$ cat config.mk
export PLATFORM = sky130hd
export DESIGN_NAME = rsic_ctrl
export DESIGN_NICKNAME = d
export VERILOG_FILES = /design/src/include/rsic_pkg.sv /design/src/hw/rsic_ctrl.sv /design/src/hw/rsic_strobe_queue.sv
export SDC_FILE = /design/constraint.sdc
export NUM_CORES = 1
export LEC_CHECK = 0
export ABC_AREA = 1
export BUFFER_PORTS_ARGS = -buffer_cell sky130_fd_sc_hd__buf_2
export CORE_MARGIN = 2
export CORE_UTILIZATION = 51
export CTS_BUF_LIST = sky130_fd_sc_hd__clkbuf_8
export CTS_CLUSTER_SIZE = 10
export DETAILED_ROUTE_END_ITERATION = 16
export PLACE_DENSITY_LB_ADDON = 0.1
export SLEW_MARGIN = 25
export SYNTH_ARGS = -nofsm -noshare
export SYNTH_HDL_FRONTEND = slang
export SYNTH_SLANG_ARGS = --single-unit
$ cat constraint.sdc
create_clock -name clk_i -period 2.1 [get_ports clk_i]
set_clock_uncertainty 0.2 [all_clocks]
set_input_delay 0.105 -clock clk_i [delete_from_list [all_inputs] [get_ports clk_i]]
set_output_delay 0.105 -clock clk_i [all_outputs]
set_load 0.01 [all_outputs]
$ cat src/include/rsic_pkg.sv
// package of constants and types for the radio strobe and interrupt control block
// ---------------------------------------------------------------------------
// Notes on behaviour
// - synth-on strobe enables, calibrates, or waits from receive
// - calibrate strobe calibrates, then synthesizer off
// - receive strobe enters receive, calibrating from idle
// - transmit strobe from idle enters transmit, calibrating
// - transmit from receive with assessment needs clear channel
// - idle strobe stops synthesizer; unknown codes do nothing
// - idle strobe discards pending strobes until idle
// - each defined strobe byte starts one of five sequences
// - two interrupt lines: data transfer and general radio
// - general interrupt combines masked event sources
// - general interrupt fires on rising event edges only
// - data flag set on receive byte or transmit space
// - transmit data flag only after transmit strobe
// - data register plus configuration registers on the bus
// - reference clock is crystal, halved in usb variant
// - registers also return live radio status
// - data interrupt needs flag and enable bit
// - eight events set flags; masked ones set cpu flag
// - cpu flag with enable raises the radio interrupt
// ---------------------------------------------------------------------------
`default_nettype none
package rsic_pkg;
   // register word offsets (byte addresses)
   localparam logic [7:0] OFS_STROBE     = 8'h00;
   localparam logic [7:0] OFS_DATA       = 8'h04;
   localparam logic [7:0] OFS_EVT_FLAG   = 8'h08;
   localparam logic [7:0] OFS_EVT_MASK   = 8'h0c;
   localparam logic [7:0] OFS_CPU_FLAG   = 8'h10;
   localparam logic [7:0] OFS_IRQ_EN     = 8'h14;
   localparam logic [7:0] OFS_SM_CFG0    = 8'h18;
   localparam logic [7:0] OFS_STATUS     = 8'h1c;
   // strobe codes
   localparam logic [7:0] STB_SYNTH_ON   = 8'h00;
   localparam logic [7:0] STB_CALIBRATE  = 8'h01;
   localparam logic [7:0] STB_RECEIVE    = 8'h02;
   localparam logic [7:0] STB_TRANSMIT   = 8'h03;
   localparam logic [7:0] STB_GO_IDLE    = 8'h04;
   // calibration mode field values
   localparam logic [1:0] CAL_MANUAL     = 2'h0;
   localparam logic [1:0] CAL_FROM_IDLE  = 2'h1;
   // field positions
   localparam int CFG_CAL_LSB   = 4;   // calibration mode in config0 [5:4]
   localparam int CFG_CCA_BIT   = 0;   // clear channel assessment enable
   localparam int CPU_XFER_BIT  = 0;   // data transfer flag
   localparam int CPU_RADIO_BIT = 1;   // cpu radio interrupt flag
   localparam int EN_XFER_BIT   = 0;
   localparam int EN_RADIO_BIT  = 1;
   localparam int N_EVENTS      = 8;
   // reset values
   localparam logic [7:0] RST_SM_CFG0 = 8'h10;
   // timing: calibration and settling
   localparam int CAL_TIME_NS    = 720;
   localparam int SETTLE_TIME_NS = 88;
   localparam int CLK_PERIOD_NS  = 8;
   localparam logic [7:0] CAL_CYC    = 8'((CAL_TIME_NS + CLK_PERIOD_NS - 1) / CLK_PERIOD_NS);
   localparam logic [7:0] SETTLE_CYC = 8'((SETTLE_TIME_NS + CLK_PERIOD_NS - 1) / CLK_PERIOD_NS);
   localparam int QUEUE_DEPTH = 4;

   typedef enum logic [2:0] {
      RS_IDLE, RS_CAL, RS_SETTLE, RS_FS_ON, RS_RX, RS_TX
   } rsic_state_t;

   // events from the radio datapath
   typedef struct packed {
      logic [7:0] event_pulse;  // underflow .. sync word
      logic       rx_byte_ready;
      logic       tx_byte_space;
      logic       channel_clear;
      logic [7:0] rx_byte;
   } rsic_radio_in_t;

   // controls toward the radio datapath
   typedef struct packed {
      logic       synth_en;
      logic       cal_active;
      logic       rx_en;
      logic       tx_en;
      logic       tx_byte_valid;
      logic [7:0] tx_byte;
   } rsic_radio_out_t;
endpackage : rsic_pkg
`default_nettype wire

$ cat src/hw/rsic_ctrl.sv
// radio strobe interpreter, event flags and interrupt requests with wishbone slave
//
// Chosen here: the Wishbone interface to the registers and the address map.
`default_nettype none
module rsic_ctrl #(
   parameter int QDEPTH = 4
) (
   input  wire logic                     clk_i,
   input  wire logic                     rstn_i,
   input  wire logic                     ce_i,
   // wishbone classic slave
   input  wire logic                     wb_cyc_i,
   input  wire logic                     wb_stb_i,
   input  wire logic                     wb_we_i,
   input  wire logic [7:0]               wb_adr_i,
   input  wire logic [3:0]               wb_sel_i,
   input  wire logic [31:0]              wb_dat_i,
   output logic      [31:0]              wb_dat_o,
   output logic                          wb_ack_o,
   output logic                          wb_err_o,
   // radio datapath
   input  wire rsic_pkg::rsic_radio_in_t radio_i,
   output rsic_pkg::rsic_radio_out_t     radio_o,
   output logic [2:0]                    radio_state_o,
   // interrupt requests: vector 0 data transfer, vector 16 general radio
   output logic                          irq_xfer_o,
   output logic                          irq_radio_o
);
   import rsic_pkg::*;

   // ------------------------------------------------------------------------
   // registers
   // ------------------------------------------------------------------------
   rsic_state_t state_ff;
   rsic_state_t nxt_state;
   rsic_state_t target_ff;
   rsic_state_t nxt_target;
   logic [7:0]  timer_ff;
   logic [7:0]  nxt_timer;
   logic        cal_off_ff;                // switch synthesizer off after calibration
   logic        nxt_cal_off;

   logic [7:0]  evt_flag_ff;
   logic [7:0]  evt_mask_ff;
   logic [7:0]  evt_prev_ff;
   logic        xfer_flag_ff;
   logic        radio_flag_ff;

   logic        xfer_en_ff;
   logic        radio_en_ff;
   logic [7:0]  sm_cfg0_ff;

   logic        tx_armed_ff;
   logic [7:0]  tx_byte_ff;
   logic        tx_valid_ff;

   logic        idle_drain_ff;

   logic        ack_ff;
   logic        err_ff;
   logic [31:0] rdata_ff;

   // ------------------------------------------------------------------------
   // bus decode
   // ------------------------------------------------------------------------
   logic        req;
   logic        wr;
   logic        rd;
   logic        mapped;
   logic        lane0;
   logic        wr_strobe;
   logic        wr_data;
   logic        wr_flag;
   logic        wr_mask;
   logic        wr_cpu;
   logic        wr_en;
   logic        wr_cfg;
   logic        rd_data;
   assign req    = wb_cyc_i && wb_stb_i && !ack_ff && !err_ff;
   assign lane0  = wb_sel_i[0];
   assign wr     = req && wb_we_i && ce_i;
   assign rd     = req && !wb_we_i && ce_i;
   always_comb begin
      unique case (wb_adr_i)
         OFS_STROBE, OFS_DATA, OFS_EVT_FLAG, OFS_EVT_MASK,
         OFS_CPU_FLAG, OFS_IRQ_EN, OFS_SM_CFG0, OFS_STATUS: mapped = 1'b1;
         default: mapped = 1'b0;
      endcase
   end
   assign wr_strobe = wr && lane0 && wb_adr_i == OFS_STROBE;
   assign wr_data   = wr && lane0 && wb_adr_i == OFS_DATA;
   assign wr_flag   = wr && lane0 && wb_adr_i == OFS_EVT_FLAG;
   assign wr_mask   = wr && lane0 && wb_adr_i == OFS_EVT_MASK;
   assign wr_cpu    = wr && lane0 && wb_adr_i == OFS_CPU_FLAG;
   assign wr_en     = wr && lane0 && wb_adr_i == OFS_IRQ_EN;
   assign wr_cfg    = wr && lane0 && wb_adr_i == OFS_SM_CFG0;
   assign rd_data   = rd && wb_adr_i == OFS_DATA;

   // one-cycle ack, error for unmapped addresses
   always_ff @(posedge clk_i) begin
      if (!rstn_i) begin
         ack_ff <= 1'b0;
         err_ff <= 1'b0;
      end else if (ce_i) begin
         ack_ff <= req && mapped;
         err_ff <= req && !mapped;
      end
   end
   assign wb_ack_o = ack_ff;
   assign wb_err_o = err_ff;

   // read mux, status reflects live radio state
   always_ff @(posedge clk_i) begin
      if (!rstn_i) begin
         rdata_ff <= '0;
      end else if (rd) begin
         unique case (wb_adr_i)
            OFS_DATA:     rdata_ff <= {24'h0, radio_i.rx_byte};
            OFS_EVT_FLAG: rdata_ff <= {24'h0, evt_flag_ff};
            OFS_EVT_MASK: rdata_ff <= {24'h0, evt_mask_ff};
            OFS_CPU_FLAG: rdata_ff <= {30'h0, radio_flag_ff, xfer_flag_ff};
            OFS_IRQ_EN:   rdata_ff <= {30'h0, radio_en_ff, xfer_en_ff};
            OFS_SM_CFG0:  rdata_ff <= {24'h0, sm_cfg0_ff};
            OFS_STATUS:   rdata_ff <= {27'h0, radio_i.channel_clear,
                                       1'b0, state_ff};
            default:      rdata_ff <= '0;
         endcase
      end
   end
   assign wb_dat_o = rdata_ff;

   // ------------------------------------------------------------------------
   // strobe queue
   // ------------------------------------------------------------------------
   logic       is_idle_stb;
   logic       q_valid;
   logic       q_pop;
   logic       q_push;
   logic       busy;
   logic [7:0] q_code;
   assign is_idle_stb = wr_strobe && wb_dat_i[7:0] == STB_GO_IDLE;
   assign busy   = state_ff == RS_CAL || state_ff == RS_SETTLE;
   // strobes behind an idle strobe are ignored until idle is reached
   assign q_push = wr_strobe && !is_idle_stb && !idle_drain_ff;
   assign q_pop  = ce_i && q_valid && !busy;

   rsic_strobe_queue #(.DEPTH(QDEPTH)) u_queue (
      .clk_i   (clk_i),
      .rstn_i  (rstn_i),
      .ce_i    (ce_i),
      .flush_i (is_idle_stb),
      .push_i  (q_push),
      .code_i  (wb_dat_i[7:0]),
      .pop_i   (q_pop),
      .valid_o (q_valid),
      .code_o  (q_code)
   );

   // idle drain window lasts until the idle state is in force
   always_ff @(posedge clk_i) begin
      if (!rstn_i) begin
         idle_drain_ff <= 1'b0;
      end else if (ce_i) begin
         if (is_idle_stb) begin
            idle_drain_ff <= 1'b1;
         end else if (state_ff == RS_IDLE) begin
            idle_drain_ff <= 1'b0;
         end
      end
   end

   // ------------------------------------------------------------------------
   // radio state machine
   // ------------------------------------------------------------------------
   logic [1:0] cal_mode;
   logic       cca_en;
   assign cal_mode = sm_cfg0_ff[CFG_CAL_LSB +: 2];
   assign cca_en   = sm_cfg0_ff[CFG_CCA_BIT];

   always_comb begin
      nxt_state   = state_ff;
      nxt_target  = target_ff;
      nxt_timer   = timer_ff;
      nxt_cal_off = cal_off_ff;
      if (is_idle_stb) begin
         nxt_state = RS_IDLE;
      end else if (busy) begin
         if (timer_ff != 8'h00) begin
            nxt_timer = timer_ff - 8'h01;
         end else if (state_ff == RS_CAL) begin
            nxt_state = cal_off_ff ? RS_IDLE : RS_SETTLE;
            nxt_timer = SETTLE_CYC;
         end else begin
            nxt_state = target_ff;
         end
      end else if (q_valid) begin
         nxt_cal_off = 1'b0;
         unique case (q_code)
            STB_SYNTH_ON: begin
               nxt_target = RS_FS_ON;
               nxt_timer  = (state_ff == RS_IDLE && cal_mode == CAL_FROM_IDLE)
                            ? CAL_CYC : SETTLE_CYC;
               nxt_state  = (state_ff == RS_IDLE && cal_mode == CAL_FROM_IDLE)
                            ? RS_CAL : RS_SETTLE;
            end
            STB_CALIBRATE: begin
               if (state_ff == RS_IDLE || state_ff == RS_FS_ON) begin
                  nxt_state   = RS_CAL;
                  nxt_timer   = CAL_CYC;
                  nxt_cal_off = 1'b1;
               end
            end
            STB_RECEIVE: begin
               nxt_target = RS_RX;
               if (state_ff == RS_IDLE && cal_mode == CAL_FROM_IDLE) begin
                  nxt_state = RS_CAL;
                  nxt_timer = CAL_CYC;
               end else if (state_ff != RS_RX) begin
                  nxt_state = RS_SETTLE;
                  nxt_timer = SETTLE_CYC;
               end
            end
            STB_TRANSMIT: begin
               nxt_target = RS_TX;
               if (state_ff == RS_RX && cca_en && !radio_i.channel_clear) begin
                  nxt_state = RS_RX;
               end else if (state_ff == RS_IDLE && cal_mode == CAL_FROM_IDLE) begin
                  nxt_state = RS_CAL;
                  nxt_timer = CAL_CYC;
               end else if (state_ff != RS_TX) begin
                  nxt_state = RS_SETTLE;
                  nxt_timer = SETTLE_CYC;
               end
            end
            default: begin
               nxt_state = state_ff;
            end
         endcase
      end
   end

   // state registers; the one reference clock drives all state
   always_ff @(posedge clk_i) begin
      if (!rstn_i) begin
         state_ff   <= RS_IDLE;
         target_ff  <= RS_IDLE;
         timer_ff   <= 8'h00;
         cal_off_ff <= 1'b0;
      end else if (ce_i) begin
         state_ff   <= nxt_state;
         target_ff  <= nxt_target;
         timer_ff   <= nxt_timer;
         cal_off_ff <= nxt_cal_off;
      end
   end

   // synthesizer runs in every state but idle
   assign radio_state_o       = state_ff;
   assign radio_o.synth_en    = state_ff != RS_IDLE;
   assign radio_o.cal_active  = state_ff == RS_CAL;
   assign radio_o.rx_en       = state_ff == RS_RX;
   assign radio_o.tx_en       = state_ff == RS_TX;
   assign radio_o.tx_byte_valid = tx_valid_ff;
   assign radio_o.tx_byte     = tx_byte_ff;

   // ------------------------------------------------------------------------
   // configuration and transmit data
   // ------------------------------------------------------------------------
   always_ff @(posedge clk_i) begin
      if (!rstn_i) begin
         sm_cfg0_ff  <= RST_SM_CFG0;
         evt_mask_ff <= 8'h00;
         xfer_en_ff  <= 1'b0;
         radio_en_ff <= 1'b0;
      end else if (ce_i) begin
         if (wr_cfg)  sm_cfg0_ff  <= wb_dat_i[7:0];
         if (wr_mask) evt_mask_ff <= wb_dat_i[7:0];
         if (wr_en) begin
            xfer_en_ff  <= wb_dat_i[EN_XFER_BIT];
            radio_en_ff <= wb_dat_i[EN_RADIO_BIT];
         end
      end
   end

   // transmit byte hand-off; armed only by a transmit strobe
   always_ff @(posedge clk_i) begin
      if (!rstn_i) begin
         tx_armed_ff <= 1'b0;
         tx_byte_ff  <= 8'h00;
         tx_valid_ff <= 1'b0;
      end else if (ce_i) begin
         if (wr_strobe && wb_dat_i[7:0] == STB_TRANSMIT) begin
            tx_armed_ff <= 1'b1;
         end else if (is_idle_stb) begin
            // disarming on the idle state instead would lose a transmit
            // strobe that is still waiting in the queue while idle
            tx_armed_ff <= 1'b0;
         end
         if (wr_data) begin
            tx_byte_ff  <= wb_dat_i[7:0];
         end
         tx_valid_ff <= wr_data;
      end
   end

   // ------------------------------------------------------------------------
   // flags and interrupts
   // ------------------------------------------------------------------------
   logic [7:0] evt_rise;
   logic       xfer_set;
   logic       radio_set;
   assign evt_rise  = radio_i.event_pulse & ~evt_prev_ff;
   assign xfer_set  = (radio_i.rx_byte_ready && state_ff == RS_RX)
                    || (radio_i.tx_byte_space && tx_armed_ff && state_ff == RS_TX);
   assign radio_set = |(evt_rise & evt_mask_ff);

   // sticky flags, set wins over software clear (write 0 clears)
   always_ff @(posedge clk_i) begin
      if (!rstn_i) begin
         evt_prev_ff   <= 8'h00;
         evt_flag_ff   <= 8'h00;
         xfer_flag_ff  <= 1'b0;
         radio_flag_ff <= 1'b0;
      end else if (ce_i) begin
         evt_prev_ff <= radio_i.event_pulse;
         evt_flag_ff <= (wr_flag ? (evt_flag_ff & wb_dat_i[7:0]) : evt_flag_ff)
                        | evt_rise;
         if (xfer_set) begin
            xfer_flag_ff <= 1'b1;
         end else if (wr_cpu || rd_data) begin
            xfer_flag_ff <= wr_cpu ? (xfer_flag_ff & wb_dat_i[CPU_XFER_BIT]) : 1'b0;
         end
         if (radio_set) begin
            radio_flag_ff <= 1'b1;
         end else if (wr_cpu) begin
            radio_flag_ff <= radio_flag_ff & wb_dat_i[CPU_RADIO_BIT];
         end
      end
   end

   assign irq_xfer_o  = xfer_flag_ff && xfer_en_ff;
   assign irq_radio_o = radio_flag_ff && radio_en_ff;
endmodule : rsic_ctrl
`default_nettype wire

$ cat src/hw/rsic_strobe_queue.sv
// small in-order queue of pending strobe codes
`default_nettype none
module rsic_strobe_queue #(
   parameter int DEPTH = 4
) (
   input  wire logic       clk_i,
   input  wire logic       rstn_i,
   input  wire logic       ce_i,
   input  wire logic       flush_i,
   input  wire logic       push_i,
   input  wire logic [7:0] code_i,
   input  wire logic       pop_i,
   output logic            valid_o,
   output logic [7:0]      code_o
);
   import rsic_pkg::*;
   localparam int AW = $clog2(DEPTH);
   logic [7:0]  mem_ff [DEPTH];
   logic [AW:0] wr_ff;
   logic [AW:0] rd_ff;
   logic        full;

   assign valid_o = (wr_ff != rd_ff);
   assign full    = (wr_ff[AW-1:0] == rd_ff[AW-1:0]) && (wr_ff[AW] != rd_ff[AW]);
   assign code_o  = mem_ff[rd_ff[AW-1:0]];

   // pointers; a write into a full queue is dropped
   always_ff @(posedge clk_i) begin
      if (!rstn_i) begin
         wr_ff <= '0;
         rd_ff <= '0;
      end else if (ce_i) begin
         if (flush_i) begin
            rd_ff <= wr_ff;
         end else begin
            if (push_i && !full) begin
               wr_ff <= wr_ff + 1'b1;
            end
            if (pop_i && valid_o) begin
               rd_ff <= rd_ff + 1'b1;
            end
         end
      end
   end

   // storage
   always_ff @(posedge clk_i) begin
      if (ce_i && push_i && !full && !flush_i) begin
         mem_ff[wr_ff[AW-1:0]] <= code_i;
      end
   end
endmodule : rsic_strobe_queue
`default_nettype wire

Yosys cells after proc, flatten, opt, wreduce, memory -nomap -nowiden:

Memories as Yosys holds them, arrays and structs flattened. A register that Yosys moved wholly into a read port is not among the register bits.
Index checks and enable logic that the tools add are counted.

* bits of input ports: 69
* logic and storage cells: 196
* register bits after elaboration: 102
* output and inout bits: 52
* bits in read-only memories: 32
* RAM bits: 32
* memories kept: 2

Memories
* (name not given): words 32, bits a word 1, rd ports 1, clocked after memory_dff 0, wr ports 0, line rsic_ctrl.sv:84 `unique case (wb_adr_i)`
* u_queue.mem_ff: words 4, bits a word 8, rd ports 1, clocked after memory_dff 1, wr ports 1, line rsic_strobe_queue.sv:18 `logic [7:0] mem_ff [DEPTH];`

* reduce and logical (&&, ||, !) cells: 82
* add/subtract/negate cells: 3
* muxes and demuxes: 47
* equal/unequal tests: 32
* bitwise gates (word level): 9

Operators with widths (number)
* $mux 8: 11
* $pmux 8 s7: 1
* $mux 3: 13
* $logic_and 1x1->1: 38
* $eq 8x5->1 const B: 4
* $pmux 8 s4: 1
* $and 8x8->8: 3
* $eq 8x2->1 const B: 3
* $reduce_and 2->1: 9
* $eq 8x3->1 const B: 2
* $eq 8x4->1 const B: 2
* $logic_not 8->1: 2
* $mux 1: 14
* $ne 3x3->1 const B: 4
* $pmux 3 s4: 1
* $reduce_bool 2->1: 6
* $logic_not 1->1: 9
* $pmux 3 s3: 1
* $reduce_and 9->1: 1
* $reduce_bool 3->1: 3
* $eq 8x1->1 const B: 1
* $mux 2: 4
* $ne 4x4->1 const B: 2
* $not 8->8: 1
* other kinds (27): 37

Depth between registers and ports, before layout:

Gate-level depths: netlist (run 1).

* depth in word-level cells: 16
* depth in mapped cells: 15
* depth with buffers taken out: 14

Modules after synthesis:

A second synthesis (run 1) with hierarchy kept.

* cell total of the unflattened synthesis: 760
* area total of the unflattened synthesis: 5652.9 um2

By module, submodules not included
* rsic_ctrl: cells an instance 611, area each 3962.6 um2, instances 1, sequential area each 1441.4 um2
* rsic_strobe_queue: cells an instance 149, area each 1690.4 um2, instances 1, sequential area each 1121.1 um2

Worst setup path before layout (run 1):

OpenSTA, ideal clock, no wires.

* path type: register to register
* from: register err_ff (netlist: wb_err_o)
* to: memory u_queue.mem_ff[0][0] (enable)
* required time: 1529 ps
* clock period less this slack: 2094 ps
* library setup time: 371 ps
* stages on the path, launching flop included: 8
* data arrival time: 1523 ps
* path buffers: 0
* setup slack: 6 ps
* path through: dfxtp_1 -> nor2_1 -> nand2_1 -> nor2_4 -> nand2_1 -> nor4_1 -> inv_1 -> nor2_1

* cells in the longest elaborated chain, start to end: 15

Ends and longest elaborated chain
* start: declaration: line rsic_ctrl.sv:60 `logic err_ff;`
* start signal: assignment: line rsic_ctrl.sv:106 `err_ff <= req && !mapped;`
* $logic_not 1->1 (*): line rsic_ctrl.sv:79 `assign req = wb_cyc_i && wb_stb_i && !ack_ff && !err_ff;`
* $logic_and 1x1->1 (*): line rsic_ctrl.sv:79
* $logic_and 1x1->1 (*) (2 in a row): line rsic_ctrl.sv:81 `assign wr = req && wb_we_i && ce_i;`
* $logic_and 1x1->1 (*) (2 in a row): line rsic_ctrl.sv:90 `assign wr_strobe = wr && lane0 && wb_adr_i == OFS_STROBE;`
* $logic_and 1x1->1: line rsic_ctrl.sv:141 `assign is_idle_stb = wr_strobe && wb_dat_i[7:0] == STB_GO_IDLE;`
* $logic_not 1->1: line rsic_ctrl.sv:144, rsic_strobe_queue.sv:48
* $logic_and 1x1->1 (2 in a row): line rsic_ctrl.sv:144 `assign q_push = wr_strobe && !is_idle_stb && !idle_drain_ff;`
* $logic_and 1x1->1 (2 in a row): line rsic_strobe_queue.sv:48 `if (ce_i && push_i && !full && !flush_i) begin`
* $logic_and 1x1->1 (*): line rsic_strobe_queue.sv:48
* $mux 1 (*): line rsic_strobe_queue.sv:48
* $mux 1 (not written as such) (*): line rsic_strobe_queue.sv:49 `mem_ff[wr_ff[AW-1:0]] <= code_i;`
* end: declaration: line rsic_strobe_queue.sv:18

Mark *: on every way between the ends. The rest lies on a longest branch, timed or not.

Worst setup path after layout (run 1):

* from: register err_ff (netlist: wb_err_o)
* to: memory u_queue.mem_ff[1][1] (enable)

Same word-level chain as after synthesis.

==> out/qor.txt, run 1 <==
status = completed
global-route wire length before repair = 23300 um
crit path launch type = flop
r2r worst-path depth = 9
max cap viols = 0
flops & latches, synth = 112
PD cells = 689 mW/mm2
WL final = 14500 um
critical path endpoint category = flop
Design Area, Final = 0.00695 mm2
Final Max Tran Viols = 0
highest-count cells in the layout ignoring fill and taps = nand2_1, dfxtp_1, inv_1
Filler Cells Inserted = 888
commonest register cell after synthesis = dfxtp_1
Async SR Flop Fraction = 0%
Hold Vio Cnt, Final = 0
Worst Hold Class = primary input to flop
Worst path slowest cell = dfxtp_2
Final Cycle Share = 99.3%
Crit Path Class = flop to flop
layout cells sized above 1 = 22.6%
Layout Nets = 924
crit-path max cell delay = 0.34 ns
reg-to-reg critical path endpoint = u_queue.mem_ff[1][1]
WHS Path Cells = 6
fin cells = 989
RSZ-0062 raised after global routing = yes
# setup viols final = 0
sequential share of the synthesized area = 47.1%
die extent in x = 107 um
Initial Utilization = 52.7%
Post-Syn Instances = 693
WL per Instance = 14.7 um
Reg clk slew, reported paths = 0.10 ns
clock buffer depth = 2
DRC viols = 0
hold slack final = 0.0590 ns
Multi-input gate area = 0.00248 mm2
Area Growth Syn to Fin = 27.7%
reg-to-reg setup timing slack = 0.01 ns
CP Max Fanout = 8
fmax = 0.479 GHz
leak pwr = 3.04 nW
DRT iter0 DRCs = 280
vias in the first global route = 4953
initial antenna violation count = 0
commonest non-fill, non-tap cell in the layout = nand2_1
Root Driver = clkbuf_8
CTS tree = done
IO Port Bufs = 69
post-detail-place hpwl = 10400 um
Worst VDD drop = 628 uV
Post-Route Setup TNS = 0 ns
gr usage total = 26.0%
min cycle time layout = 2.09 ns
Mean Syn Cell Area = 7.85 um2
FF/Latch Area = 0.00257 mm2
1st-pass router iterations = 5
EDFF count, synth = 32
Worst Hold Launch = wb_adr_i[1]
WP data required = 2.00 ns
via/cell ratio = 5.21
die height = 107 um
Routed Antenna Nets = 0
placed cell count = 926
Die Area = 0.0115 mm2
Post-Place Cell Area = 0.00614 mm2
Rows = 37
Hold EP = wb_err_o
Ports = 121
CTS sink count = 112
yosys warns = 0
FF-to-FF Start = wb_err_o
grt total ovfl = 0
core area = 0.0103 mm2
largest net degree at the start of global routing = 34
Synth cell types = 38
H-tree Lvls = 3
crit-path cells = nor2_2 -> nand2_2 -> nor2_4 -> nand2_2 -> nor4_2 -> buf_4 -> clkinvlp_4 -> nor2_1 -> buf_4
TritonCTS Buffers = 9
critical path arrival = 1.99 ns
worst-skew pair later-pin latency = 0.38 ns
vias post-DR = 5148
Post-Syn Area = 0.00544 mm2
placer congestion estimate = 0.931
n_diodes = 0
## sequential cells by signal, summed over array words and instances (netlist names), 3 cells and up, named ones only
name and count:
evt_flag_ff 8, radio_state_o 3, sm_cfg0_ff 8, evt_prev_ff 8, evt_mask_ff 8, u_queue.wr_ff 3
u_queue.mem_ff 32, u_queue.rd_ff 3, timer_ff 8, wb_dat_o 8, tx_byte_ff 8, target_ff 3
## worst max-delay path, delay by kind of cell (launching register included)
kind | cells | cell delay (ns)
AND/OR/NAND/NOR | 6 | 0.79
buffers and inverters | 3 | 0.46
flip-flops | 1 | 0.34
## power breakdown
group	total [mW]	internal (mW)	leakage [nW]	switching [mW]
Clock	1.42	0.674	0.108	0.746
Combinational	1.01	0.388	1.99	0.623
Sequential	2.36	2.29	0.939	0.0653
Total	4.79	3.35	3.04	1.43
## layer usage
metal | track usage, % | share of wire (%) | vias to the layer above
li1 | - | - | 2578
met1 | 30.5 | 42 | 2401
met2 | 46.3 | 50 | 140
met3 | 6.30 | 4.9 | 29
met4 | 8.91 | 2.8 | 0
met5 | 0 | 0 | -
## area by class of cell
cell class	count	share of cell area, %
tap	136	2.45
multi-input combinational	483	35.8
timing repair buffer	164	17.3
inverter	78	4.32
sequential	112	37.0
clock buffer	9	1.78
clock inverter	7	1.35
## timing repair
item | in CTS | in global routing
hold buffers | 41 | 0
pin swaps | 1 | 13
setup endpoints to repair | 8 | 61
gates resized for setup | 0 | 39
hold endpoints to repair | 97 | 0
setup buffers | 0 | 8
## synthesized netlist by cell type (2+ instances only)
cell	count	share of area [%]
xnor2_1	3	0.48
clkbuf_1	10	0.69
nand3_2	5	0.92
nor3_1	6	0.55
o21ai_0	60	5.5
dfxtp_1	80	29
buf_4	26	3.6
nand4_1	10	1.1
nand2_1	127	8.8
nor2_1	70	4.8
a32o_1	9	1.7
nor2_2	8	0.92
a21oi_1	59	5.4
a211oi_1	3	0.41
edfxtp_1	32	18
buf_2	6	0.55
inv_2	3	0.21
o211ai_1	3	0.41
ha_1	7	1.6
a31oi_1	3	0.34
inv_1	72	5.0
nor4_1	3	0.34
nand3_1	59	5.4
nor2_4	3	0.62
xor2_1	6	0.97
a22oi_1	2	0.28
clkinv_1	2	0.14
nand2_2	6	0.69
## worst max-delay path by stage
stage,startpoint,endpoint,slack [ns],cells past startpoint
3_3_place_gp,radio_state_o[0],timer_ff[1],0.09,13
6_report,wb_err_o,u_queue.mem_ff[1][1],0.01,9
3_5_place_dp,radio_state_o[0],timer_ff[3],0.003,13
2_1_floorplan,wb_err_o,u_queue.mem_ff[0][0],0.006,7
4_1_cts,radio_state_o[0],timer_ff[4],0.006,13
5_1_grt,wb_err_o,u_queue.mem_ff[1][1],-0.13,9
## stage by stage
stage / utilization (%) / power (mW) / setup slack (ns)
global route: 67.3 / 5.03 / -0.133
CTS: 65.6 / 4.77 / 0.00556
global placement: 59.5 / 3.28 / 0.0914
finish: 67.3 / 4.79 / 0.0140
detailed placement: 59.5 / 3.30 / 0.00286
floorplan: - / 3.03 / 0.00623
## cell families after synthesis
family | count (synthesis) | synth area share, %
AND/OR/NAND/NOR | 298 | 24.4
AO/OA/AOI/OAI | 145 | 15.0
adder cells (fa/ha/maj) | 7 | 1.61
XOR/XNOR | 9 | 1.45
flip-flops | 112 | 47.1
buffers and inverters | 121 | 10.4
other | 1 | 0.0689
Note: power is estimated with default switching activity, not from simulation.
==> inputs of run 2 (changes only) <==
--- a/config.mk
+++ b/config.mk
@@ -7,8 +7,10 @@
 export LEC_CHECK = 0
 export ABC_AREA = 1
 export BUFFER_PORTS_ARGS = -buffer_cell sky130_fd_sc_hd__buf_2
+export CELL_PAD_IN_SITES_DETAIL_PLACEMENT = 1
+export CELL_PAD_IN_SITES_GLOBAL_PLACEMENT = 2
 export CORE_MARGIN = 2
-export CORE_UTILIZATION = 51
+export CORE_UTILIZATION = 29
 export CTS_BUF_LIST = sky130_fd_sc_hd__clkbuf_8
 export CTS_CLUSTER_SIZE = 10
 export DETAILED_ROUTE_END_ITERATION = 16
==> run 2 against run 1 <==
- first-iteration DRC count is 46% lower
- cell count is 12% higher
- critical path depth is 5 higher
- maximum frequency is 4.4% higher
- sequential share of layout area is 1.8 points lower
- critical path type unchanged
- largest cell class unchanged
- highest routed layer unchanged
==> out/qor.txt, run 2 (same netlist as run 1, synthesis figures left out) <==
fmax = 0.501 GHz
largest net degree at the start of global routing = 32
global-route wire length before repair = 29100 um
DRT iter0 DRCs = 152
Worst Hold Class = primary input to flop
Root Driver = clkbuf_8
Die Area = 0.0199 mm2
vias post-DR = 5310
layout cells sized above 1 = 27.7%
die height = 141 um
net load switching power = 1.61 mW
reg-to-reg setup timing slack = 0.10 ns
Worst path slowest cell = dfxtp_4
Design Area, Final = 0.00731 mm2
Final Cycle Share = 95.1%
reg-to-reg critical path endpoint = radio_state_o[2]
TritonCTS Buffers = 9
critical path endpoint category = flop
WP data required = 2.23 ns
grt total ovfl = 0
Layout Nets = 946
crit-path max cell delay = 0.37 ns
critical path arrival = 2.12 ns
number of flip-flops in the largest register = 32
CP Max Fanout = 4
DRC viols = 0
fin cells = 1110
core area = 0.0186 mm2
Post-Place Cell Area = 0.00646 mm2
Hold Vio Cnt, Final = 0
FF/Latch Area = 0.00257 mm2
vias in the first global route = 5408
crit path launch type = flop
Seq pwr share = 48.4%
1st-pass router iterations = 4
max cap viols = 0
RSZ-0062 raised after global routing = yes
clock buffer depth = 2
WL final = 18900 um
crit-path cells = buf_4 -> nor2_4 -> nand3_1 -> nand3_2 -> nand2_4 -> inv_4 -> buf_6 -> nand3_1 -> nor2_2 -> nor2_2 -> buf_4 -> nand4_1 -> nand2_1 -> nor2_1
commonest non-fill, non-tap cell in the layout = nand2_1
gr usage total = 19.1%
power share of the combinational group = 25.3%
PD cells = 668 mW/mm2
status = completed
CTS sink count = 112
Reg clk slew, reported paths = 0.10 ns
IO Port Bufs = 69
clock share of power = 26.3%
Post-Route Setup TNS = 0 ns
H-tree Lvls = 3
WL per Instance = 17.0 um
highest-count cells in the layout ignoring fill and taps = nand2_1, buf_4, dfxtp_1
placed cell count = 1050
WHS Path Cells = 4
via/cell ratio = 4.78
Power Internal = 3.27 mW
crit-path leading delay family = simple AND/OR/NAND/NOR gates
pre-CTS setup slack = -0.0550 ns
CTS tree = done
leak pwr = 3.18 nW
Routed Antenna Nets = 0
Final Max Tran Viols = 0
Filler Cells Inserted = 2280
die extent in x = 141 um
# setup viols final = 0
r2r worst-path depth = 14
Hold EP = xfer_flag_ff
Rows = 50
min cycle time layout = 2.00 ns
switch share = 33.0%
initial antenna violation count = 1
Buf+Inv Stages, Crit Path = 4
Worst VDD drop = 258 uV
placer congestion estimate = 0.864
worst-skew pair later-pin latency = 0.40 ns
Ports = 121
Multi-input gate area = 0.00257 mm2
post-detail-place hpwl = 14200 um
Worst Hold Launch = radio_i[10]
post-route setup slack = 0.102 ns
post-layout power = 4.88 mW
Area Growth Syn to Fin = 34.3%
Crit Path Class = flop to flop
Initial Utilization = 29.3%
## run 2: cell count changes in the layout (fill, tap and decap cells not counted), moves of 6 or more
cell,change
nand3_2,+6
nand2_1,-10
nand3_1,-6
dlygate4sd3_1,-6
buf_4,+25
nand2_2,+9
## run 2: cell type report
cell class                      count  area share, %
Tap cell                          234           4.01
Clock inverter                      6          0.685
Multi-Input combinational cell    483           35.2
Inverter                           78           4.19
Sequential cell                   112           35.2
Timing Repair Buffer              186           18.8
Antenna cell                        1         0.0342
Clock buffer                       10           1.88
## run 2: worst max path at each step
| stage | cells after the start | slack (ns) | from | to |
|---|---|---|---|---|
| floorplan | 7 | 0.006 | wb_err_o | u_queue.mem_ff[0][0] |
| CTS | 10 | 0.01 | wb_dat_i[0] | u_queue.rd_ff[0] |
| global placement | 13 | -0.03 | radio_state_o[1] | timer_ff[4] |
| finish | 14 | 0.10 | flop | radio_state_o[2] |
| detailed placement | 13 | -0.05 | radio_state_o[1] | timer_ff[0] |
| global route | 15 | -0.04 | flop | radio_state_o[1] |
## run 2: what timing repair did
item	in CTS	in global routing
endpoints found under the hold margin	91	0
gates resized for setup	2	66
hold buffers	33	0
pin swaps	1	26
gates cloned	0	1
setup buffers	1	8
setup endpoints to repair	11	58
## run 2: stage by stage
stage / utilization [%] / hold slack [ns]
2_1_floorplan: - / 0.00387
3_3_place_gp: 34.8 / 0.208
3_5_place_dp: 34.8 / 0.210
4_1_cts: 37.7 / 0.00163
5_1_grt: 39.3 / 0.0169
6_report: 39.3 / 0.0301
## run 2: routing by layer
metal / track usage [%] / vias to the layer above / routed length, um / share of wire (%)
met2: 33.4 / 104 / 9460 / 50
li1: - / 2625 / - / -
met5: 0 / - / 0 / 0
met4: 5.58 / 0 / 329 / 1.7
met1: 24.0 / 2557 / 8470 / 45
met3: 3.43 / 24 / 645 / 3.4
## run 2: worst min-delay path, stage by stage
cell,delay [ns]
buf_2,0.08
a32o_1,0.18
o21ai_0,0.09
a21oi_1,0.12
## run 2: power by group through the flow
| stage | registers (mW) | clock network (mW) | logic [mW] |
|---|---|---|---|
| floorplan | 2.39 | 0 | 0.640 |
| global placement | 2.39 | 0 | 1.03 |
| detailed placement | 2.40 | 0 | 1.05 |
| CTS | 2.35 | 1.35 | 1.11 |
| global route | 2.37 | 1.43 | 1.37 |
| finish | 2.36 | 1.29 | 1.23 |
